[src/include/r1cfg_pkg.sv]
// Constants for the rail 1 configuration page register bank
package r1cfg_pkg;

    // ==============================================================
    // Command codes on the configuration page
    localparam logic [7:0] R1CFG_OFS_PAGE     = 8'h00;
    localparam logic [7:0] R1CFG_OFS_SLEW     = 8'h01;
    localparam logic [7:0] R1CFG_OFS_ICCMAX   = 8'h02;
    localparam logic [7:0] R1CFG_OFS_VIDMODE  = 8'h03;
    localparam logic [7:0] R1CFG_OFS_IOFFSET  = 8'h04;
    localparam logic [7:0] R1CFG_OFS_BUSADDR  = 8'h05;

    // ==============================================================
    // Page selector codes
    localparam int         R1CFG_PAGE_W       = 6;
    localparam logic [5:0] R1CFG_PAGE_OP0     = 6'h00;
    localparam logic [5:0] R1CFG_PAGE_OP1     = 6'h01;
    localparam logic [5:0] R1CFG_PAGE_OP2     = 6'h02;
    localparam logic [5:0] R1CFG_PAGE_NV0     = 6'h28;
    localparam logic [5:0] R1CFG_PAGE_NV1     = 6'h29;
    localparam logic [5:0] R1CFG_PAGE_NV2     = 6'h2A;

    // ==============================================================
    // Field positions
    localparam int R1CFG_SO_MODE_BIT    = 15;
    localparam int R1CFG_SS_MODE_BIT    = 14;
    localparam int R1CFG_SS_DIV_LSB     = 12;
    localparam int R1CFG_SLOW_DIV_LSB   = 10;
    localparam int R1CFG_FAST_LSB       = 0;
    localparam int R1CFG_ICC_LSB        = 0;
    localparam int R1CFG_ICC_ADD_LSB    = 8;
    localparam int R1CFG_PIN_SCALE_LSB  = 13;
    localparam int R1CFG_POUT_SCALE_LSB = 10;
    localparam int R1CFG_AMP_SCALE_LSB  = 8;
    localparam int R1CFG_OVCLK_BIT      = 15;
    localparam int R1CFG_PARID_BIT      = 14;
    localparam int R1CFG_OVERRIDE_BIT   = 13;
    localparam int R1CFG_LL_FINE_LSB    = 6;
    localparam int R1CFG_LL_COARSE_LSB  = 0;
    localparam int R1CFG_PHS_STEP_LSB   = 14;
    localparam int R1CFG_PHS_OFS_LSB    = 9;
    localparam int R1CFG_TOT_OFS_LSB    = 0;
    localparam int R1CFG_TELEM_SRC_LSB  = 14;
    localparam int R1CFG_PSYS_ADDR_LSB  = 10;
    localparam int R1CFG_R2_ADDR_EN_BIT = 9;
    localparam int R1CFG_R1_ADDR_EN_BIT = 8;
    localparam int R1CFG_R2_ADDR_LSB    = 4;
    localparam int R1CFG_R1_ADDR_LSB    = 0;

    // ==============================================================
    // Reset values
    localparam logic [5:0]  R1CFG_RST_PAGE    = 6'h00;
    localparam logic [15:0] R1CFG_RST_SLEW    = 16'h0000;
    localparam logic [15:0] R1CFG_RST_ICCMAX  = 16'h0000;
    localparam logic [15:0] R1CFG_RST_VIDMODE = 16'h0000;
    localparam logic [15:0] R1CFG_RST_IOFFSET = 16'h0000;
    localparam logic [15:0] R1CFG_RST_BUSADDR = 16'h0000;

    // ==============================================================
    // Scaling constants and telemetry source codes
    localparam logic [6:0] R1CFG_LL_COARSE_MULT = 7'h64;
    localparam logic [1:0] R1CFG_ICC_ADD_STEP   = 2'h2;
    localparam logic [1:0] R1CFG_TELEM_RAIL1    = 2'h1;
    localparam logic [1:0] R1CFG_TELEM_RAIL2    = 2'h2;
    localparam logic [1:0] R1CFG_TELEM_SUM      = 2'h3;

endpackage

[src/r1cfg_page_regs.sv]
// Rail 1 configuration page: page selector, register bank and derived settings
//
// Operation
// - Page code 00, 01, 02 selects operating page 0, 1, 2.
// - Codes 28, 29, 2A select mirror copies; other codes change nothing.
// - Mirror pages reachable only while the mirror access enable is set.
// - Reserved bits ignore writes and read zero.
// - Bits 15/14 pick soft-off/soft-on rate: divided rate or boot rate.
// - Soft ramp rate is slow rate divided by 1, 2, 4 or 8.
// - Slow rate is fast rate divided by 2, 4, 8 or 16.
// - Ten-bit fast rate field, 0.1 mV/us per step.
// - Eight-bit max current; zero forbids rail start-up.
// - Legacy variant adds bits 15:8 at 2 A per step.
// - Input power scale 2 W doubling up to 256 W per step.
// - Output power scale 1 to 8 W; codes above 3 unsupported.
// - Current scale 1 to 8 A per step for max current.
// - Overclock bit takes target from PMBus; bus commands still answered.
// - Bit 14 enables parallel voltage-ID mode.
// - Bit 13 enables PMBus override mode.
// - Load line is coarse times 0.1 plus fine times 0.001 milliohm.
// - Signed per-phase offset scaled by phase count, added to sensed current.
// - Per-phase step is 0.25, 0.5, 1 or 2 converter steps.
// - Signed total offset, 1 A per step, PMBus readback only.
// - Input telemetry: rail 1, rail 2 or their sum; source code 0 reports zero.
// - Bits 13:10 hold the system power rail bus address.
// - Rail 2 bus address enable bit turns that address on or off.
`timescale 1ns/1ps
module r1cfg_page_regs
    import r1cfg_pkg::*;
#(
    parameter bit LEGACY_VARIANT = 1'b0
)
(
    input  wire logic               core_clk,
    input  wire logic               rst_n,
    input  wire logic               cmd_valid,
    input  wire logic               cmd_write,
    input  wire logic        [7:0]  cmd_code,
    input  wire logic        [15:0] cmd_wdata,
    output logic                    rsp_valid,
    output logic                    rsp_hit,
    output logic             [15:0] rsp_rdata,
    input  wire logic               nv_mirror_access_enable,
    input  wire logic        [9:0]  boot_ramp_rate,
    input  wire logic signed [15:0] sensed_current,
    input  wire logic        [3:0]  active_phases,
    input  wire logic        [15:0] rail1_iin,
    input  wire logic        [15:0] rail2_iin,
    input  wire logic        [15:0] rail1_pin,
    input  wire logic        [15:0] rail2_pin,
    output logic             [2:0]  route_oper_page,
    output logic             [2:0]  route_nv_page,
    output logic             [9:0]  fast_ramp_rate,
    output logic             [9:0]  slow_ramp_rate,
    output logic             [9:0]  soft_ramp_rate,
    output logic             [9:0]  soft_on_rate,
    output logic             [9:0]  soft_off_rate,
    output logic                    rail_start_permit,
    output logic             [10:0] reported_max_current,
    output logic             [8:0]  pin_w_per_step,
    output logic             [3:0]  pout_w_per_step,
    output logic                    pout_scale_unsupported,
    output logic             [3:0]  amps_per_step,
    output logic                    overclock_target_enable,
    output logic                    parallel_id_enable,
    output logic                    pmbus_override_enable,
    output logic             [12:0] loadline_micro_ohm,
    output logic signed      [15:0] iout_bus_report,
    output logic signed      [15:0] iout_pmbus_report,
    output logic             [16:0] input_current_report,
    output logic             [16:0] input_power_report,
    output logic             [3:0]  psys_bus_address,
    output logic             [3:0]  rail1_bus_address,
    output logic             [3:0]  rail2_bus_address,
    output logic                    rail1_bus_address_enable,
    output logic                    rail2_bus_address_enable
);

    // ==============================================================
    // Page decoding
    function automatic logic page_is_oper(input logic [5:0] code);
        return (code == R1CFG_PAGE_OP0) || (code == R1CFG_PAGE_OP1)
            || (code == R1CFG_PAGE_OP2);
    endfunction

    function automatic logic page_is_mirror(input logic [5:0] code);
        return (code == R1CFG_PAGE_NV0) || (code == R1CFG_PAGE_NV1)
            || (code == R1CFG_PAGE_NV2);
    endfunction

    logic [5:0]  page_ff;
    logic [15:0] slew_ff;
    logic [15:0] iccmax_ff;
    logic [15:0] vidmode_ff;
    logic [15:0] ioffset_ff;
    logic [15:0] busaddr_ff;

    logic        wr_en;
    logic        rd_en;
    logic        on_this_page;
    logic        page_wr_ok;

    assign wr_en        = cmd_valid && cmd_write;
    assign rd_en        = cmd_valid && !cmd_write;
    // Bank registers answer only while operating page 2 is current
    assign on_this_page = (page_ff == R1CFG_PAGE_OP2);

    assign page_wr_ok = page_is_oper(cmd_wdata[5:0])
        || (page_is_mirror(cmd_wdata[5:0]) && nv_mirror_access_enable);

    // ==============================================================
    // Page selector
    // page write
    always_ff @(posedge core_clk or negedge rst_n) begin
        if (!rst_n) begin
            page_ff <= R1CFG_RST_PAGE;
        end else if (wr_en && cmd_code == R1CFG_OFS_PAGE && page_wr_ok) begin
            page_ff <= cmd_wdata[5:0];
        end
    end

    // mirror route dropped when access is withdrawn
    always_ff @(posedge core_clk or negedge rst_n) begin
        if (!rst_n) begin
            route_oper_page <= 3'h0;
            route_nv_page   <= 3'h0;
        end else begin
            route_oper_page <= {page_ff == R1CFG_PAGE_OP2, page_ff == R1CFG_PAGE_OP1,
                                page_ff == R1CFG_PAGE_OP0};
            route_nv_page   <= {page_ff == R1CFG_PAGE_NV2, page_ff == R1CFG_PAGE_NV1,
                                page_ff == R1CFG_PAGE_NV0}
                               & {3{nv_mirror_access_enable}};
        end
    end

    // ==============================================================
    // Register bank
    always_ff @(posedge core_clk or negedge rst_n) begin
        if (!rst_n) begin
            slew_ff    <= R1CFG_RST_SLEW;
            iccmax_ff  <= R1CFG_RST_ICCMAX;
            vidmode_ff <= R1CFG_RST_VIDMODE;
            ioffset_ff <= R1CFG_RST_IOFFSET;
            busaddr_ff <= R1CFG_RST_BUSADDR;
        end else if (wr_en && on_this_page) begin
            unique case (cmd_code)
                R1CFG_OFS_SLEW:    slew_ff    <= cmd_wdata;
                R1CFG_OFS_ICCMAX:  iccmax_ff  <= cmd_wdata;
                R1CFG_OFS_VIDMODE: vidmode_ff <= cmd_wdata;
                R1CFG_OFS_IOFFSET: ioffset_ff <= cmd_wdata;
                R1CFG_OFS_BUSADDR: busaddr_ff <= cmd_wdata;
                default: begin
                end
            endcase
        end
    end

    // ==============================================================
    // Command answer, one cycle after the command
    always_ff @(posedge core_clk or negedge rst_n) begin
        if (!rst_n) begin
            rsp_valid <= 1'b0;
            rsp_hit   <= 1'b0;
            rsp_rdata <= 16'h0000;
        end else begin
            rsp_valid <= cmd_valid;
            rsp_hit   <= 1'b0;
            rsp_rdata <= 16'h0000;
            if (cmd_valid && cmd_code == R1CFG_OFS_PAGE) begin
                // Refused page codes still count as handled; the page just stays
                rsp_hit <= 1'b1;
                if (rd_en) begin
                    rsp_rdata <= {10'h000, page_ff};
                end
            end else if (cmd_valid && on_this_page) begin
                rsp_hit <= (cmd_code >= R1CFG_OFS_SLEW) && (cmd_code <= R1CFG_OFS_BUSADDR);
                if (rd_en) begin
                    unique case (cmd_code)
                        R1CFG_OFS_SLEW:    rsp_rdata <= slew_ff;
                        R1CFG_OFS_ICCMAX:  rsp_rdata <= iccmax_ff;
                        R1CFG_OFS_VIDMODE: rsp_rdata <= vidmode_ff;
                        R1CFG_OFS_IOFFSET: rsp_rdata <= ioffset_ff;
                        R1CFG_OFS_BUSADDR: rsp_rdata <= busaddr_ff;
                        default:           rsp_rdata <= 16'h0000;
                    endcase
                end
            end
        end
    end

    // ==============================================================
    // Ramp rates
    logic [9:0] fast_c;
    logic [9:0] slow_c;
    logic [9:0] soft_c;
    logic [9:0] son_c;
    logic [9:0] soff_c;

    r1cfg_ramp_calc u_ramp (
        .slew_cfg       (slew_ff),
        .boot_ramp_rate (boot_ramp_rate),
        .fast_ramp_rate (fast_c),
        .slow_ramp_rate (slow_c),
        .soft_ramp_rate (soft_c),
        .soft_on_rate   (son_c),
        .soft_off_rate  (soff_c)
    );

    always_ff @(posedge core_clk or negedge rst_n) begin
        if (!rst_n) begin
            fast_ramp_rate <= 10'h000;
            slow_ramp_rate <= 10'h000;
            soft_ramp_rate <= 10'h000;
            soft_on_rate   <= 10'h000;
            soft_off_rate  <= 10'h000;
        end else begin
            fast_ramp_rate <= fast_c;
            slow_ramp_rate <= slow_c;
            soft_ramp_rate <= soft_c;
            soft_on_rate   <= son_c;
            soft_off_rate  <= soff_c;
        end
    end

    // ==============================================================
    // Current limit and power scaling
    logic [7:0]  icc_base;
    logic [10:0] icc_report_c;

    assign icc_base = iccmax_ff[R1CFG_ICC_LSB +: 8];

    always_comb begin
        if (LEGACY_VARIANT) begin
            icc_report_c = {3'h0, icc_base}
                + 11'({iccmax_ff[R1CFG_ICC_ADD_LSB +: 8], 1'b0} * R1CFG_ICC_ADD_STEP / 2);
        end else begin
            icc_report_c = {3'h0, icc_base} << iccmax_ff[R1CFG_AMP_SCALE_LSB +: 2];
        end
    end

    always_ff @(posedge core_clk or negedge rst_n) begin
        if (!rst_n) begin
            rail_start_permit      <= 1'b0;
            reported_max_current   <= 11'h000;
            pin_w_per_step         <= 9'h000;
            pout_w_per_step        <= 4'h0;
            pout_scale_unsupported <= 1'b0;
            amps_per_step          <= 4'h0;
        end else begin
            rail_start_permit    <= (icc_base != 8'h00);
            reported_max_current <= icc_report_c;
            pin_w_per_step       <= 9'h002 << iccmax_ff[R1CFG_PIN_SCALE_LSB +: 3];
            pout_w_per_step        <= 4'h1 << iccmax_ff[R1CFG_POUT_SCALE_LSB +: 2];
            pout_scale_unsupported <= iccmax_ff[R1CFG_POUT_SCALE_LSB + 2];
            amps_per_step          <= 4'h1 << iccmax_ff[R1CFG_AMP_SCALE_LSB +: 2];
        end
    end

    // ==============================================================
    // Control mode and load line
    // Overclock only moves the target source; bus command handling is elsewhere
    // and keeps acknowledging regardless.
    always_ff @(posedge core_clk or negedge rst_n) begin
        if (!rst_n) begin
            overclock_target_enable <= 1'b0;
            parallel_id_enable      <= 1'b0;
            pmbus_override_enable   <= 1'b0;
            loadline_micro_ohm      <= 13'h0000;
        end else begin
            overclock_target_enable <= vidmode_ff[R1CFG_OVCLK_BIT];
            parallel_id_enable      <= vidmode_ff[R1CFG_PARID_BIT];
            pmbus_override_enable   <= vidmode_ff[R1CFG_OVERRIDE_BIT];
            loadline_micro_ohm <= 13'(vidmode_ff[R1CFG_LL_COARSE_LSB +: 6] * R1CFG_LL_COARSE_MULT)
                                + {6'h00, vidmode_ff[R1CFG_LL_FINE_LSB +: 7]};
        end
    end

    // ==============================================================
    // Report offsets and telemetry
    logic signed [15:0] bus_rpt_c;
    logic signed [15:0] pmbus_rpt_c;
    logic        [16:0] iin_c;
    logic        [16:0] pin_c;

    r1cfg_report_calc u_report (
        .ofs_cfg              (ioffset_ff),
        .telem_src            (busaddr_ff[R1CFG_TELEM_SRC_LSB +: 2]),
        .sensed_current       (sensed_current),
        .active_phases        (active_phases),
        .rail1_iin            (rail1_iin),
        .rail2_iin            (rail2_iin),
        .rail1_pin            (rail1_pin),
        .rail2_pin            (rail2_pin),
        .iout_bus_report      (bus_rpt_c),
        .iout_pmbus_report    (pmbus_rpt_c),
        .input_current_report (iin_c),
        .input_power_report   (pin_c)
    );

    always_ff @(posedge core_clk or negedge rst_n) begin
        if (!rst_n) begin
            iout_bus_report      <= 16'sh0000;
            iout_pmbus_report    <= 16'sh0000;
            input_current_report <= 17'h00000;
            input_power_report   <= 17'h00000;
        end else begin
            iout_bus_report      <= bus_rpt_c;
            iout_pmbus_report    <= pmbus_rpt_c;
            input_current_report <= iin_c;
            input_power_report   <= pin_c;
        end
    end

    // ==============================================================
    // Bus addresses
    always_ff @(posedge core_clk or negedge rst_n) begin
        if (!rst_n) begin
            psys_bus_address         <= 4'h0;
            rail1_bus_address        <= 4'h0;
            rail2_bus_address        <= 4'h0;
            rail1_bus_address_enable <= 1'b0;
            rail2_bus_address_enable <= 1'b0;
        end else begin
            psys_bus_address         <= busaddr_ff[R1CFG_PSYS_ADDR_LSB +: 4];
            rail1_bus_address        <= busaddr_ff[R1CFG_R1_ADDR_LSB +: 4];
            rail2_bus_address        <= busaddr_ff[R1CFG_R2_ADDR_LSB +: 4];
            rail1_bus_address_enable <= busaddr_ff[R1CFG_R1_ADDR_EN_BIT];
            rail2_bus_address_enable <= busaddr_ff[R1CFG_R2_ADDR_EN_BIT];
        end
    end

endmodule

[src/r1cfg_ramp_calc.sv]
// Ramp rate derivation for rail 1 from the slew configuration word
`timescale 1ns/1ps
module r1cfg_ramp_calc
    import r1cfg_pkg::*;
(
    input  wire logic [15:0] slew_cfg,
    input  wire logic [9:0]  boot_ramp_rate,
    output logic      [9:0]  fast_ramp_rate,
    output logic      [9:0]  slow_ramp_rate,
    output logic      [9:0]  soft_ramp_rate,
    output logic      [9:0]  soft_on_rate,
    output logic      [9:0]  soft_off_rate
);

    logic [1:0] slow_div;
    logic [1:0] soft_ramp_divider;

    assign slow_div          = slew_cfg[R1CFG_SLOW_DIV_LSB +: 2];
    assign soft_ramp_divider = slew_cfg[R1CFG_SS_DIV_LSB +: 2];

    assign fast_ramp_rate = slew_cfg[R1CFG_FAST_LSB +: 10];
    assign slow_ramp_rate = fast_ramp_rate >> ({1'b0, slow_div} + 3'h1);
    assign soft_ramp_rate = slow_ramp_rate >> soft_ramp_divider;
    assign soft_on_rate  = slew_cfg[R1CFG_SS_MODE_BIT] ? boot_ramp_rate : soft_ramp_rate;
    assign soft_off_rate = slew_cfg[R1CFG_SO_MODE_BIT] ? boot_ramp_rate : soft_ramp_rate;

endmodule

[src/r1cfg_report_calc.sv]
// Current report offsets and input telemetry selection
`timescale 1ns/1ps
module r1cfg_report_calc
    import r1cfg_pkg::*;
(
    input  wire logic        [15:0] ofs_cfg,
    input  wire logic        [1:0]  telem_src,
    input  wire logic signed [15:0] sensed_current,
    input  wire logic        [3:0]  active_phases,
    input  wire logic        [15:0] rail1_iin,
    input  wire logic        [15:0] rail2_iin,
    input  wire logic        [15:0] rail1_pin,
    input  wire logic        [15:0] rail2_pin,
    output logic signed      [15:0] iout_bus_report,
    output logic signed      [15:0] iout_pmbus_report,
    output logic             [16:0] input_current_report,
    output logic             [16:0] input_power_report
);

    logic signed [15:0] phase_ofs;
    logic signed [15:0] step_quarters;
    logic signed [15:0] phase_count;
    logic signed [15:0] adj_quarters;
    logic signed [15:0] total_ofs;

    assign step_quarters = 16'sh0001 <<< ofs_cfg[R1CFG_PHS_STEP_LSB +: 2];
    assign phase_ofs     = 16'(signed'(ofs_cfg[R1CFG_PHS_OFS_LSB +: 5]));
    assign phase_count   = signed'({12'h000, active_phases});
    assign adj_quarters  = 16'(phase_ofs * step_quarters * phase_count);
    assign iout_bus_report = sensed_current + (adj_quarters >>> 2);

    // total offset only on PMBus readback
    assign total_ofs         = 16'(signed'(ofs_cfg[R1CFG_TOT_OFS_LSB +: 9]));
    assign iout_pmbus_report = iout_bus_report + total_ofs;

    always_comb begin
        unique case (telem_src)
            R1CFG_TELEM_RAIL1: begin
                input_current_report = {1'b0, rail1_iin};
                input_power_report   = {1'b0, rail1_pin};
            end
            R1CFG_TELEM_RAIL2: begin
                input_current_report = {1'b0, rail2_iin};
                input_power_report   = {1'b0, rail2_pin};
            end
            R1CFG_TELEM_SUM: begin
                input_current_report = {1'b0, rail1_iin} + {1'b0, rail2_iin};
                input_power_report   = {1'b0, rail1_pin} + {1'b0, rail2_pin};
            end
            default: begin
                input_current_report = 17'h00000;
                input_power_report   = 17'h00000;
            end
        endcase
    end

endmodule

[config.mk]
export PLATFORM = sky130hd
export DESIGN_NAME = r1cfg_page_regs
export DESIGN_NICKNAME = d
export VERILOG_FILES = /design/src/include/r1cfg_pkg.sv /design/src/r1cfg_page_regs.sv /design/src/r1cfg_ramp_calc.sv /design/src/r1cfg_report_calc.sv
export SDC_FILE = /design/constraint.sdc
export NUM_CORES = 1
export LEC_CHECK = 0
export ABC_AREA = 1
export BUFFER_PORTS_ARGS = -buffer_cell sky130_fd_sc_hd__buf_2
export CORE_ASPECT_RATIO = 0.8
export CORE_MARGIN = 8
export CORE_UTILIZATION = 40
export CTS_CLUSTER_DIAMETER = 60
export DETAILED_ROUTE_END_ITERATION = 7
export SLEW_MARGIN = 0
export SYNTH_ARGS = -nofsm -noshare
export SYNTH_HDL_FRONTEND = slang
export SYNTH_SLANG_ARGS = --single-unit
[constraint.sdc]
create_clock -name core_clk -period 25.4 [get_ports core_clk]
set_clock_uncertainty 0.15 [all_clocks]
set_input_delay 2.54 -clock core_clk [delete_from_list [all_inputs] [get_ports core_clk]]
set_output_delay 2.54 -clock core_clk [all_outputs]
set_load 0.01 [all_outputs]
### Yosys cells after proc, flatten, opt, wreduce, memory -nomap -nowiden

Cells that the tools add are included.

| word-level totals | value |
|---|---|
| register bits | 286 |
| logic and storage cells | 107 |
| input bits | 123 |
| output and inout bits | 200 |

| cells by class | value |
|---|---|
| shift-type cells | 7 |
| mux-type cells | 11 |
| order comparisons | 2 |
| add/subtract/negate cells | 6 |
| bitwise logic cells | 1 |
| multiply operators | 3 |
| equal/unequal tests | 18 |
| reductions and logical operators | 24 |

Operators with widths:

| operator | number |
|---|---|
| 17-bit case mux with 3 select lines | 2 |
| 16-bit case mux with 5 select lines | 1 |
| 16-bit 2-to-1 mux | 3 |
| 6-bit == test (second input constant) | 6 |
| 16-bit by 16-bit adder with 17-bit output | 2 |
| 10-bit 2-to-1 mux | 2 |
| 16-bit by 14-bit adder with 16-bit output | 1 |
| 16-bit by 9-bit adder with 16-bit output | 1 |
| 8-bit by 2-bit == test with 1-bit output (second input constant) | 2 |
| 8-bit by 3-bit == test with 1-bit output (second input constant) | 2 |
| 16-bit by 5-bit multiplier with 16-bit output | 1 |
| 5-bit by 16-bit multiplier with 16-bit output | 1 |
| 2-bit by 2-bit <<< shifter with 16-bit output (first input constant) | 1 |
| 13-bit by 7-bit adder with 13-bit output | 1 |
| 6-bit by 1-bit == test with 1-bit output (second input constant) | 2 |
| 6-bit by 2-bit == test with 1-bit output (second input constant) | 2 |
| 6-bit logical NOT | 2 |
| 6-bit by 5-bit multiplier with 11-bit output (second input constant) | 1 |
| 8-bit by 2-bit left shift with 11-bit output | 1 |
| 2-bit AND reduction | 5 |
| 10-bit by 2-bit >> shifter with 10-bit output | 1 |
| 10-bit by 3-bit >> shifter with 10-bit output | 1 |
| 1-bit logical AND | 9 |
| 2-bit by 3-bit left shift with 9-bit output (first input constant) | 1 |
| 14 further kinds | 21 |

### Depth between registers and ports, before layout

Gate-level depths: netlist of the first run.

| depth | value |
|---|---|
| word-level depth | 6 |
| mapped depth | 51 |
| depth with buffers taken out | 51 |

### Hierarchy

Synthesis of the first run repeated with hierarchy kept, for this count alone.

| unflattened totals | value |
|---|---|
| cell total of the unflattened synthesis | 2083 |
| area total of the unflattened synthesis | 17227.8 um^2 |

By module, submodules not included:

| module | seq. area each (um^2) | cells an instance | instances | area an instance (um^2) |
|---|---|---|---|---|
| r1cfg_page_regs | 7131.8 | 922 | 1 | 10166.0 |
| r1cfg_report_calc | 0.0 | 996 | 1 | 6149.6 |
| r1cfg_ramp_calc | 0.0 | 165 | 1 | 912.1 |

### Worst setup path before layout of the first run

No wires, ideal clock.

| timing | value |
|---|---|
| path kind | reg2reg |
| start | register ioffset_ff[15] |
| end | register iout_pmbus_report[15] |
| buffers on the path | 0 |
| cell stages (with the launch flop) | 47 |
| clock period less this slack | 8.034 ns |
| data required time | 25.133 ns |
| setup slack | 17.366 ns |
| arrival | 7.767 ns |
| library setup time | 0.117 ns |
| cells stage by stage | dfrtp_1 -> inv_1 -> nor2_1 -> nand2_1 -> fa_1 -> fa_1 -> fa_1 -> fa_1 -> inv_1 -> nand3_1 -> nand2_2 -> xor2_1 -> inv_1 -> nor2_1 -> ha_1 -> fa_1 -> inv_1 -> fa_1 -> [11 not listed] -> nand2_1 -> a21oi_1 -> xnor2_1 -> ha_1 -> nand2_1 -> nor2_1 -> a211oi_1 -> o21ai_0 -> xor2_1 -> ha_1 -> inv_1 -> nor3_1 -> nand3_1 -> nand2_1 -> xor2_1 -> inv_1 -> nand3_1 -> nand2_1 |

| between the ends | value |
|---|---|
| word-level cells in the longest chain between the ends | 5 |

RTL lines:

| item | RTL line | source |
|---|---|---|
| start: declaration | r1cfg_page_regs.sv:95 | `logic [15:0] ioffset_ff;` |
| start signal: assignment | r1cfg_page_regs.sv:150 | `R1CFG_OFS_IOFFSET: ioffset_ff <= cmd_wdata;` |
| 2-bit by 2-bit <<< shifter with 16-bit output | r1cfg_report_calc.sv:26 | `assign step_quarters = 16'sh0001 <<< ofs_cfg[R1CFG_PHS_STEP_LSB +: 2];` |
| 5-bit by 16-bit multiplier with 16-bit output | r1cfg_report_calc.sv:29 | `assign adj_quarters = 16'(phase_ofs * step_quarters * phase_count);` |
| 16-bit by 5-bit multiplier with 16-bit output | r1cfg_report_calc.sv:29 |  |
| 16-bit by 14-bit adder with 16-bit output | r1cfg_report_calc.sv:30 | `assign iout_bus_report = sensed_current + (adj_quarters >>> 2);` |
| named net bus_rpt_c[14] | r1cfg_page_regs.sv:280 | `logic signed [15:0] bus_rpt_c;` |
| 16-bit by 9-bit adder with 16-bit output | r1cfg_report_calc.sv:34 | `assign iout_pmbus_report = iout_bus_report + total_ofs;` |
| named net pmbus_rpt_c[15] | r1cfg_page_regs.sv:281 | `logic signed [15:0] pmbus_rpt_c;` |
| end signal: assignment | r1cfg_page_regs.sv:308 | `iout_pmbus_report <= pmbus_rpt_c;` |
| end: declaration | r1cfg_page_regs.sv:69 | `output logic signed [15:0] iout_pmbus_report,` |

The timed path passes the listed nets, and every way through them passes these cells.
A chain may end at the register's enable or synchronous reset.

### Worst setup path after layout of the first run

Same ends and word-level chain as after synthesis.

==> results, run 1 <==
- The portion of the clock cycle consumed by the worst path in the final layout is 0.352.
- The path category of the worst min-delay check is reg2reg.
- Setup violations remaining at the end of the flow were counted as 0.
- The count of different cell masters after synthesis is 53.
- Yosys printed 0 warnings.
- For this design, the CTS-stage hold fixing added 0 buffers.
- STA puts the critical path data arrival time at roughly 9000 ps.
- The stage delay of the slowest cell on the critical path is approximately 530 ps.
- The vias after detailed routing is between 10000 and 15000.
- The number of antenna violations at the first check in global routing is 4.
- The H-tree was split into 2 levels.
- The standard-cell row count is between 60 and 70.
- The largest registers in the layout are input_current_report x17, input_power_report x17.
- The detail route stage leaves a number of antenna-violating nets equal to 0.
- For this run, the top clock speed supported by timing is between 100 and 150 MHz.
- The buffers inserted during post-CTS setup optimization is 0.
- The run finished with clean final reports.
- The cell sitting at the root of the clock tree is a clkbuf_16.
- The launching point of the worst reg2reg path is ioffset_ff[15]$_DFFE_PN0P_.
- CTS saw around 280 sinks.
- After synthesis, the mean cell area works out to about 8.5 µm².
- The maximum fanout along the worst path is 5.
- For the pin with the worst max-slew slack, the measured transition is around 990 ps.
- The sequential element share of the synthesized area is 0.430.
- The overall track demand over capacity in global routing is 0.195.
- Across the run, the number of max-cap violations was 0.
- The area inside the core boundary is approximately 41000 µm².
- The count of nets after finishing is 2559.
- The effective utilization at floorplan is 0.405.
- The most common cell in the synthesized netlist is nand2_1.
- STA puts the critical path data required time at roughly 26000 ps.
- The most used flip-flop cell after synthesis is dfrtp_1.
- By area the synthesized netlist is led by dfrtp_1 43%, ha_1 11%, nand2_1 9.9%.
- The first global-routing pass estimated around 76 mm of wire.
- The number of max-slew violations in the final report is 0.
- The buffer depth of the longest clock path is 3.
- The flip-flop and latch count after synthesis is approximately 280.
- The fraction of layout cells with a size suffix above 1 is 0.182.
- The dominant cell type by area after synthesis is dfrtp_1.
- The total clock buffers created by CTS is 35.
- The pin count of the biggest net entering global routing is 75.
- Ranked by instance count, the synthesized netlist is headed by 435 x nand2_1, 283 x dfrtp_1, 281 x inv_1, 183 x o21ai_0, 143 x ha_1.
- Setup repair after global routing left no endpoint under its margin.
- Measured against its own limit, the worst slew margin works out to 0.338.
- From synthesis to final layout, the design area changed by 20.4%.
- The post-layout minimum cycle time is between 8000 and 9000 ps.
- For this run, design rule violations remaining after detail routing come to 0.
- The summed negative setup slack over all endpoints is 0 ps.
- The fraction of registers with async set/reset is 1.00.
- The die extent in y is around 200 µm.
- The total grt overflow is 0.
- The die covers 48000 µm².
- The worst ir drop on vdd is roughly 0.000041 V.
- Pin placement for this block handled approximately 320 I/O pins.
- The cell at the slowest stage of the critical path is fa_1.
- TritonCTS built the clock tree.
- In the routed layout, each cell is associated on average with a via count of 5.01.
- The netlist area before placement is 16500 µm².
- By startpoint and endpoint, the worst setup path is classified as reg2reg.
- The number of instances in the synthesized netlist is around 1900.
- Counting both buffers and inverters, the worst setup path holds a total of 8.
- The cell area power density is 52.9 nW/µm².
- The DRC violation total after the first TritonRoute iteration is roughly 1000.
- The launching element type of the critical path is a flop.
- Before antenna repair, the detailed router went through 5 iterations.
- The die span in x is around 240 µm.
- The static power due to leakage is 11.1 nW.
- After clock tree synthesis, the clock-pin slew on the worst setup and hold paths is 60 ps.
- On the critical path the largest part of the delay comes from adder cells.
- The clock latency at the later pin of the worst-skew pair is approximately 530 ps.
- The startpoint identified for the worst hold timing path is busaddr_ff[2]$_DFFE_PN0P_.
- Hold is met by around 250 ps.
- The congestion estimate from routability-driven global placement came to about 0.89.
- After detailed routing, the average wire length per cell comes to between 15 and 20 µm.
- The share of Yosys cell area claimed by the top area cell type is 0.430.
- The number of endpoints with negative hold slack in the final report was 0.
- Among the stages of the critical path, the cell type that occurs most often is inv_1.
- Counting flops with a built-in enable in the synthesized netlist gives 0.
- The via count of the first global-routing pass is 14100.
- Wires add up to roughly 48 mm.
- The detailed placement HPWL is approximately 37 mm.
- The count of buffers inserted at the top-level ports is between 300 and 400.
- The number of gates resized after CTS was 0.
- The first element of the critical path is ioffset_ff[15]$_DFFE_PN0P_.
- The nature of the critical path endpoint is a flop.
## layout make-up
class	instances	area (µm²)
repair buffers	325	1650
clock inverters	15	209
flip-flops and latches	283	7080
fillers	3941	20800
inverters	288	1080
multi-input cells	1323	8120
well taps	544	681
diodes	3	7.51
clock buffers	46	997
## logic make-up (layout without fill, tap and decap cells)
group,count (synthesis),count (layout),share of synthesized area
and+or+nand+nor,702,702,0.179
AOI/OAI and AO/OA,376,376,0.126
buffers and inverters,332,674,0.0773
DFF,283,283,0.430
adders and majority gates,180,180,0.154
xor gates and xnor gates,59,59,0.0314
muxes,3,3,0.00182
other,1,6,0.000228
## worst reg2reg max path: cells and delay by family (launching register included)
family / cells / cell delay, ps
adders and majority gates: 10 / 4140
buffers and inverters: 8 / 500
xor gates and xnor gates: 4 / 870
DFF: 1 / 400
and+or+nand+nor: 13 / 1480
AOI/OAI and AO/OA: 8 / 1260
## where the power goes
part / leakage, nW / total, mW / internal [mW] / switching [mW]
logic: 6.62 / 0.0758 / 0.0252 / 0.0505
clock network: 0.588 / 0.518 / 0.319 / 0.199
registers: 3.86 / 0.455 / 0.454 / 0.00121
## cell usage in the layout, fill, tap and decap left out, drive strengths merged, types with 2 or more instances in the layout
cell type / count
inv: 288
o2111ai: 2
nand3b: 2
nand4: 10
nand2: 443
ha: 143
or2: 4
a31oi: 9
a21boi: 2
o211ai: 7
nor3b: 4
fa: 37
a221o: 4
o21bai: 11
clkbuf: 46
bufinv: 4
xor2: 43
a21o: 5
nor2: 117
a211oi: 2
nor3: 27
a22o: 2
buf: 325
a221oi: 11
o21a: 4
o21ai: 194
nor4: 6
clkinvlp: 3
clkinv: 8
a21oi: 113
nand3: 87
diode: 3
o22ai: 7
xnor2: 16
mux2i: 3
conb: 3
dfrtp: 283
## routing by layer
metal  global-route usage  part of all wire  up-vias
li1                     -                 -     6940
met1                0.266              0.46     6715
met2                0.311              0.45      440
met3               0.0445             0.069       73
met4               0.0554             0.025        4
met5                    0           0.00048        -
## metrics by stage
stage                      util  total power [mW]  cell area, µm²  setup slack (ps)  instances
after global placement    0.458             0.538           18600             16710       2763
final                     0.488              1.05           19800             16460       2827
after global routing      0.488              1.09           19800             15760       2826
after detailed placement  0.458             0.539           18600             16530       2763
after CTS                 0.488              1.06           19800             16490       2824
after floorplan               -             0.501           16500             17370       1938
## final timing paths
check	endpoint	slack, ps	cells after the start
max	iout_pmbus_report[15]$_DFF_PN0_	16460	43
min	rail1_bus_address[2]$_DFF_PN0_	250	0
max reg2reg	iout_pmbus_report[15]$_DFF_PN0_	16460	43
min reg2reg	rail1_bus_address[2]$_DFF_PN0_	250	0
max in group asynchronous	iout_bus_report[8]$_DFF_PN0_	21080	3
min in group asynchronous	reported_max_current[4]$_DFF_PN0_	1800	1
Power figures use the tool's default switching activity.
==> run 2, diff against run 1 <==
==> constraint.sdc (replaced) <==
create_clock -name core_clk -period 7.69 [get_ports core_clk]
set_clock_uncertainty 0.15 [all_clocks]
set_input_delay 0.769 -clock core_clk [delete_from_list [all_inputs] [get_ports core_clk]]
set_output_delay 0.769 -clock core_clk [all_outputs]
set_load 0.01 [all_outputs]
==> run 2 against run 1 <==
  * The flow now finishes with violations (setup timing)
  * Register-to-register slack worse by 17000 ps
  * Non-clock buffer count up 139
  * Combinational power rose to 3.7 times the previous value
  * Global-route usage up 0.59 points
  * Die area unchanged
  * Design area up 7.9%
  * Clock-buffer cell count down 9
  * Critical path depth up 3
  * Utilization up 3.9 points
  * Critical path type unchanged
  * Critical endpoint unchanged
  * Largest power group is now registers
  * Highest routed layer unchanged
==> results, run 2 (same netlist as run 1, synthesis figures left out) <==
- The clock tree from TritonCTS is yes.
- The static power due to leakage is roughly 12 nW.
- In the final layout, the multi-input gates occupy 8810 µm².
- Measured on the finished design, the core utilization comes to 0.527.
- After layout, the design draws a total of 3.28 mW.
- The nature of the critical path endpoint is a flop.
- The die span in x is 243 µm.
- For this run, design rule violations remaining after detail routing come to 0.
- The placed instance area is ~20000 µm².
- STA classifies the critical path startpoint as a flop.
- Dividing the detail-routed wire length by the instance count gives ~17 µm.
- The critical path is of the reg2reg type.
- Timing analysis after detailed placement gives a worst setup slack of -614 ps.
- The number of max-slew violations in the final report came to 0.
- The first global-routing pass estimated between 70 and 80 mm of wire.
- The summed negative setup slack over all endpoints is -788 ps.
- At the pin with the least slew margin, the transition time is between 1000 and 1500 ps.
- The area overhead of the layout relative to synthesis is 30.0%.
- In this run the number of H-tree levels came out at 1.
- The cell total after placement is between 2000 and 3000.
- Leaving out fill and tap cells, the most frequent cells in the layout are 422 x nand2_1, 318 x buf_2, 281 x dfrtp_1.
- For this block, the initial DRC count from the detailed router was just under 1000.
- The number of primary I/O pins is ~320.
- The area inside the core boundary is just over 40000 µm².
- The initial utilization of the core area, before any placement, comes to 0.405.
- Detailed routing inserted a total of between 10000 and 15000 vias.
- The standard-cell row count is between 60 and 70.
- In this run the remaining antenna-violating nets after routing total 0.
- The sequential cells in the finished layout cover a total of ~7100 µm².
- The detailed placement HPWL is about 38 mm.
- The final reports fail on setup timing.
- The worst slack on hold paths is roughly 120 ps.
- The die extent in y is 197 µm.
- Headroom to the max-slew limit came out at 0.283.
- The total grt overflow is 0.
- Once routing completed, OpenROAD measured the worst setup slack at -507 ps.
- The pin count of the biggest net entering global routing is 147.
- The clock-pin slew on the worst setup and hold paths is about 60 ps.
- In the final layout, the share of cells above drive strength 1 is 0.277.
- The path category of the worst min-delay check is in2async.
- For this run, the total global-route usage over all layers was measured as 0.201.
- The most frequent cell on the critical path is nand2_1.
- The clock latency at the later pin of the worst-skew pair is between 500 and 600 ps.
- Dividing the detail-routed via count by the number of cells gives roughly 4.9.
- The total clock buffers created by CTS is 31.
- Of the available clock period, the critical path in the final layout requires 1.07.
- The final weighted congestion in routability-driven placement is approximately 0.85.
- The cell at the slowest stage of the critical path is fa_1.
- Setup repair after global routing could not meet its margin everywhere.
- The leading cell type in the layout, fill and taps excluded is nand2_1.
- The worst ir drop on vdd is about 0.00017 V.
- The die footprint is around 48000 µm².
- In the final layout, the registers with the most flip-flops are input_current_report x17, input_power_report x17.
- In this run the worst path has a maximum fanout of 5.
- The total wirelength of the detailed-routed design is between 40 and 50 mm.
- Static timing analysis puts the maximum clock frequency at between 100 and 150 MHz.
- The first TritonRoute pass finished after 5 iterations.
- The flow ran to the end, but the final reports show violations.
- The cell sitting at the root of the clock tree is a clkbuf_16.
- The number of clock sinks is approximately 280.
- The number of inserted filler cells in the final layout is 3815.
- Across the run, the number of max-cap violations was 0.
- The via count of the first global-routing pass is around 15000.
- In this design, the stage delay of the slowest critical-path cell is 510 ps.
- The buffer depth of the longest clock path is 3.
- The net count of the finished layout is 2694.
- The post-layout minimum cycle time is just over 8000 ps.
- For this design the ratio of total power to cell area is 153 nW/µm².
- Once layout is done, the placed cells without fillers occupy about 21000 µm².
- The number of antenna violations at the first check in global routing came to 3.
- Port buffering added around 320 buffers.
- The number of cells in the finished layout apart from fillers is between 2000 and 3000.
- Data arrives at the worst endpoint at roughly 8500 ps.
- The number of endpoints with negative hold slack in the final report came to 0.
- Setup violations remaining at the end of the flow were counted as 4.
- At the worst endpoint, the required time is roughly 8000 ps.
run 2: final timing paths:
| path | slack (ps) | depth (start not counted) | startpoint | to |
|---|---|---|---|---|
| worst min register to register | 250 | 0 | busaddr_ff[9]$_DFFE_PN0P_ | rail2_bus_address_enable$_DFF_PN0_ |
| worst max register to register | -510 | 46 | ioffset_ff[15]$_DFFE_PN0P_ | iout_pmbus_report[15]$_DFF_PN0_ |
| worst min-delay path | 120 | 1 | rst_n | reported_max_current[7]$_DFF_PN0_ |
| min in group core_clk | 210 | 1 | cmd_valid | rsp_valid$_DFF_PN0_ |
| max in group asynchronous | 5800 | 2 | rst_n | slew_ff[8]$_DFFE_PN0P_ |
| worst max-delay path | -510 | 46 | ioffset_ff[15]$_DFFE_PN0P_ | iout_pmbus_report[15]$_DFF_PN0_ |
run 2: repair_timing:
| item | in CTS | in global routing |
|---|---|---|
| buffers inserted | 11 | 11 |
| hold buffers | 0 | 0 |
| hold endpoints to repair | 0 | 0 |
| pin swaps | 24 | 59 |
| endpoints found under the setup margin | 9 | 9 |
| resized for setup | 63 | 74 |
run 2: final cells by class:
class,instances,share of cell area
diodes,1,0.000117
clock buffers,37,0.0392
clock inverters,18,0.00842
inverters,288,0.0505
multi-input cells,1323,0.412
flip-flops and latches,283,0.331
well taps,544,0.0318
repair buffers,464,0.127
run 2: critical path, delay by kind of cell (launching register included):
family | cells | cell delay [ps]
simple gates | 17 | 1260
flops | 1 | 440
fa+ha+maj | 10 | 3980
xor+xnor | 4 | 630
compound gates | 9 | 1270
buf+inv | 6 | 360
run 2: metal layers:
metal  vias to the layer above  wire, µm  part of all wire  track usage
li1                       7185         -                 -            -
met1                      6857     22500              0.46        0.271
met2                       410     22500              0.46        0.331
met3                        67      3270             0.066       0.0443
met4                         6      1060             0.022       0.0466
met5                         -        32           0.00065            0
run 2: power by group:
part	leakage (nW)	switching (mW)	total (mW)	internal, mW
combinational	7.36	0.180	0.283	0.103
sequential	3.85	0.00352	1.50	1.50
clock	0.513	0.644	1.49	0.850
==> run 3, diff against run 2 <==
--- a/config.mk
+++ b/config.mk
@@ -12,6 +12,7 @@
 export CORE_UTILIZATION = 40
 export CTS_CLUSTER_DIAMETER = 60
 export DETAILED_ROUTE_END_ITERATION = 7
+export RECOVER_POWER = 100
 export SLEW_MARGIN = 0
 export SYNTH_ARGS = -nofsm -noshare
 export SYNTH_HDL_FRONTEND = slang
==> run 3 against run 2 <==
  * Total power shrank 0.15%
  * Cell count is the same
  * Sequential power is essentially flat
  * Non-clock buffer count is the same
  * The run ends with capacitance limit, slew limit, setup timing left
  * First-iteration DRC count shrank 5.9%
  * Clock-buffer cell count is the same
  * Via count grew 0.28%
  * Worst hold slack gained 110 ps
  * Largest cell class unchanged
  * Utilization shrank 0.76 points
==> results, run 3 (same netlist as run 1, synthesis figures left out) <==
- The run finished, with violations left.
- The final reports fail on capacitance limit, slew limit, setup timing.
- The overall track demand over capacity in global routing is 0.201.
- Summed over all nets, the half-perimeter wirelength after detailed placement is 38.2 mm.
- Across the VDD grid, the largest voltage drop is around 0.00017 V.
- For the worst-skew pair, the clock arrives at the later sink with an insertion delay of approximately 590 ps.
- The standard-cell row count is 66.
- Static timing analysis puts the maximum clock frequency at between 100 and 150 MHz.
- After the first detailed-routing iteration, the DRC count stood at around 920.
- After detailed placement, the design holds a cell count of 2882.
- In the layout the commonest cells are 422 x nand2_1, 281 x dfrtp_1, 270 x inv_1.
- The die footprint is ~48000 µm².
- Counting instances, the worst hold path has a depth of 1.
- Entering global routing, the biggest net connects about 150 pins.
- The share of total power dissipated in sequential elements is 0.459.
- The average wire length per cell after detail routing is roughly 17 µm.
- In this run the tightest slew margin relative to its limit is -1.31.
- Broken down by cell family, the worst path's largest delay share belongs to adder cells.
- The portion of total power attributed to the clock network is 0.457.
- The die span in x is between 200 and 250 µm.
- The largest registers in the layout are input_current_report x17, input_power_report x17.
- For this run, the share of the core covered by cells in the final layout is 0.519.
- Clock-pin slew was measured on the worst setup and hold paths at roughly 60 ps.
- The critical path contains buffers and inverters numbering 6 combined.
- After detailed routing, the number of vias per cell comes to just under 5.
- Measured in cells, the most critical reg-to-reg path has a length of 46.
- Once detail routing completed, the nets flagged for antenna violations numbered 0.
- The data required time of the worst path is 8030 ps.
- The launching element type of the critical path is a flop.
- The first detailed-routing pass ran for 5 iterations.
- The nature of the critical path endpoint is a flop.
- For this configuration, the core starts out at a cell density of 0.405.
- The number of antenna violations at the first check in global routing was 3.
- The first global-routing pass estimated around 80 mm of wire.
- For this design the ratio of total power to cell area is ~160 nW/µm².
- Of the total power, the share spent switching nets is 0.253.
- The number of clock sinks is about 280.
- Setup violations remaining at the end of the flow were counted as 4.
- The count of nets after finishing is 2694.
- The area inside the core boundary is ~41000 µm².
- The internal portion of the total power is roughly 2.4 mW.
- The path category of the worst min-delay check is in2reg.
- The portion of the clock cycle consumed by the worst path in the final layout is 1.07.
- The buffer depth of the longest clock path is 3.
- Setup repair after global routing could not meet its margin everywhere.
- The final weighted congestion in routability-driven placement is around 0.85.
- The slowest stage of the critical path belongs to the cell fa_1.
- The setup path with the least slack is of type reg2reg.
- The most numerous cell type found on the critical path is nand2_1.
- The number of clock buffers added by TritonCTS is 31.
- The library cell used as clock root buffer is clkbuf_16.
- The switching power is roughly 830 µW.
- The share of total power dissipated in combinational logic is 0.084.
- For this run, design rule violations remaining after detail routing come to 0.
- In the post-route analysis, the smallest setup slack over all paths is -500 ps.
- Relative to the synthesized area, the layout overhead comes to 28.1%.
- Data on the critical path arrives at its endpoint at roughly 8500 ps.
- In this run the number of cells on the critical path is 46.
- The leading cell type in the layout, fill and taps excluded is nand2_1.
- The number of hold-repair buffers added at the cts stage is 0.
- Wires add up to slightly below 50 mm.
- The fraction of layout cells with a size suffix above 1 is 0.189.
- After filler insertion, the fill cell instance count of the layout stands at around 3900.
- The number of endpoints with negative hold slack in the final report is 0.
- The total grt overflow is 0.
- The maximum fanout along the worst path is 5.
- Summed over all cells, the static leakage comes to approximately 11 nW.
- The via count of the first global-routing pass is ~15000.
- The tool flagged a number of max-cap violations equal to 2.
- The actual transition at the worst max-transition pin is approximately 3500 ps.
- The clock tree from TritonCTS is yes.
- The die extent in y is a little under 200 µm.
- CTS built an H-tree with a depth of 1.
- The routed design could run at a clock period as short as just over 8000 ps.
- The stage delay of the slowest cell on the critical path is 510 ps.
- The count of cells in the finished layout, fillers not included, comes to between 2000 and 3000.
- In this run the tool buffered the top-level ports with around 320 buffer cells.
- The number of max-slew violations in the final report is ~290.
- The number of primary I/O pins is between 300 and 400.
- Summing over every cut layer, the via total after detailed routing is 14600.
[run 3: area by class of cell]
class	count	area [µm²]	share of cell area
timing repair buffer	464	2440	0.116
antenna	1	2.50	0.000119
sequential	283	7080	0.336
clock buffer	37	838	0.0397
clock inverter	18	180	0.00854
tap	544	681	0.0323
inverter	288	1080	0.0513
multi-input combinational	1323	8790	0.417
[run 3: layer usage]
layer	GRT usage	part of all wire	vias up	routed length, µm
met2	0.331	0.46	396	22600
li1	-	-	7184	-
met4	0.0466	0.021	6	1020
met3	0.0443	0.066	65	3270
met1	0.271	0.46	6914	22600
met5	0	0.00051	-	25
[run 3: metrics by stage]
| step | cell area [µm²] | total power [mW] | hold slack [ps] | setup TNS, ps | worst slack [ps] |
|---|---|---|---|---|---|
| floorplan | 16500 | 1.66 | 224 | -89.8 | -89.8 |
| global placement | 19600 | 1.79 | 239 | -1550 | -440 |
| detailed placement | 19600 | 1.80 | 237 | -2800 | -614 |
| CTS | 21000 | 3.31 | 183 | -738 | -402 |
| global route | 21100 | 3.40 | 210 | -3430 | -996 |
| finish | 21100 | 3.28 | 224 | -765 | -500 |
[run 3: worst reg2reg max path, delay by kind of cell (launching register included)]
family	cells	cell delay, ps
adder cells (fa/ha/maj)	10	3980
AO/OA/AOI/OAI	9	1280
AND/OR/NAND/NOR	17	1260
XOR/XNOR	4	630
flip-flops	1	440
buffers and inverters	6	360
[run 3: worst paths after layout]
check                                           startpoint  slack [ps]                            endpoint
worst max-delay path            ioffset_ff[15]$_DFFE_PN0P_        -500     iout_pmbus_report[15]$_DFF_PN0_
min in group asynchronous                            rst_n        1150   reported_max_current[3]$_DFF_PN0_
worst max register to register  ioffset_ff[15]$_DFFE_PN0P_        -500     iout_pmbus_report[15]$_DFF_PN0_
max in group asynchronous                            rst_n        1430        iout_bus_report[8]$_DFF_PN0_
worst min-delay path                             cmd_valid         220                 rsp_valid$_DFF_PN0_
worst min register to register   busaddr_ff[9]$_DFFE_PN0P_         250  rail2_bus_address_enable$_DFF_PN0_
[run 3: power groups by stage]
| stage | Sequential [mW] | Combinational [mW] | Clock, mW |
|---|---|---|---|
| 2_1_floorplan | 1.54 | 0.121 | 0 |
| 6_report | 1.50 | 0.277 | 1.50 |
| 5_1_grt | 1.50 | 0.309 | 1.59 |
| 3_5_place_dp | 1.53 | 0.269 | 0 |
| 3_3_place_gp | 1.53 | 0.265 | 0 |
| 4_1_cts | 1.50 | 0.277 | 1.53 |
[run 3: timing repair]
action                                  4_1_cts  5_1_grt
resized for setup                            63       74
buffers inserted                             11       11
pin swaps                                    24       59
endpoints found under the setup margin        9        9
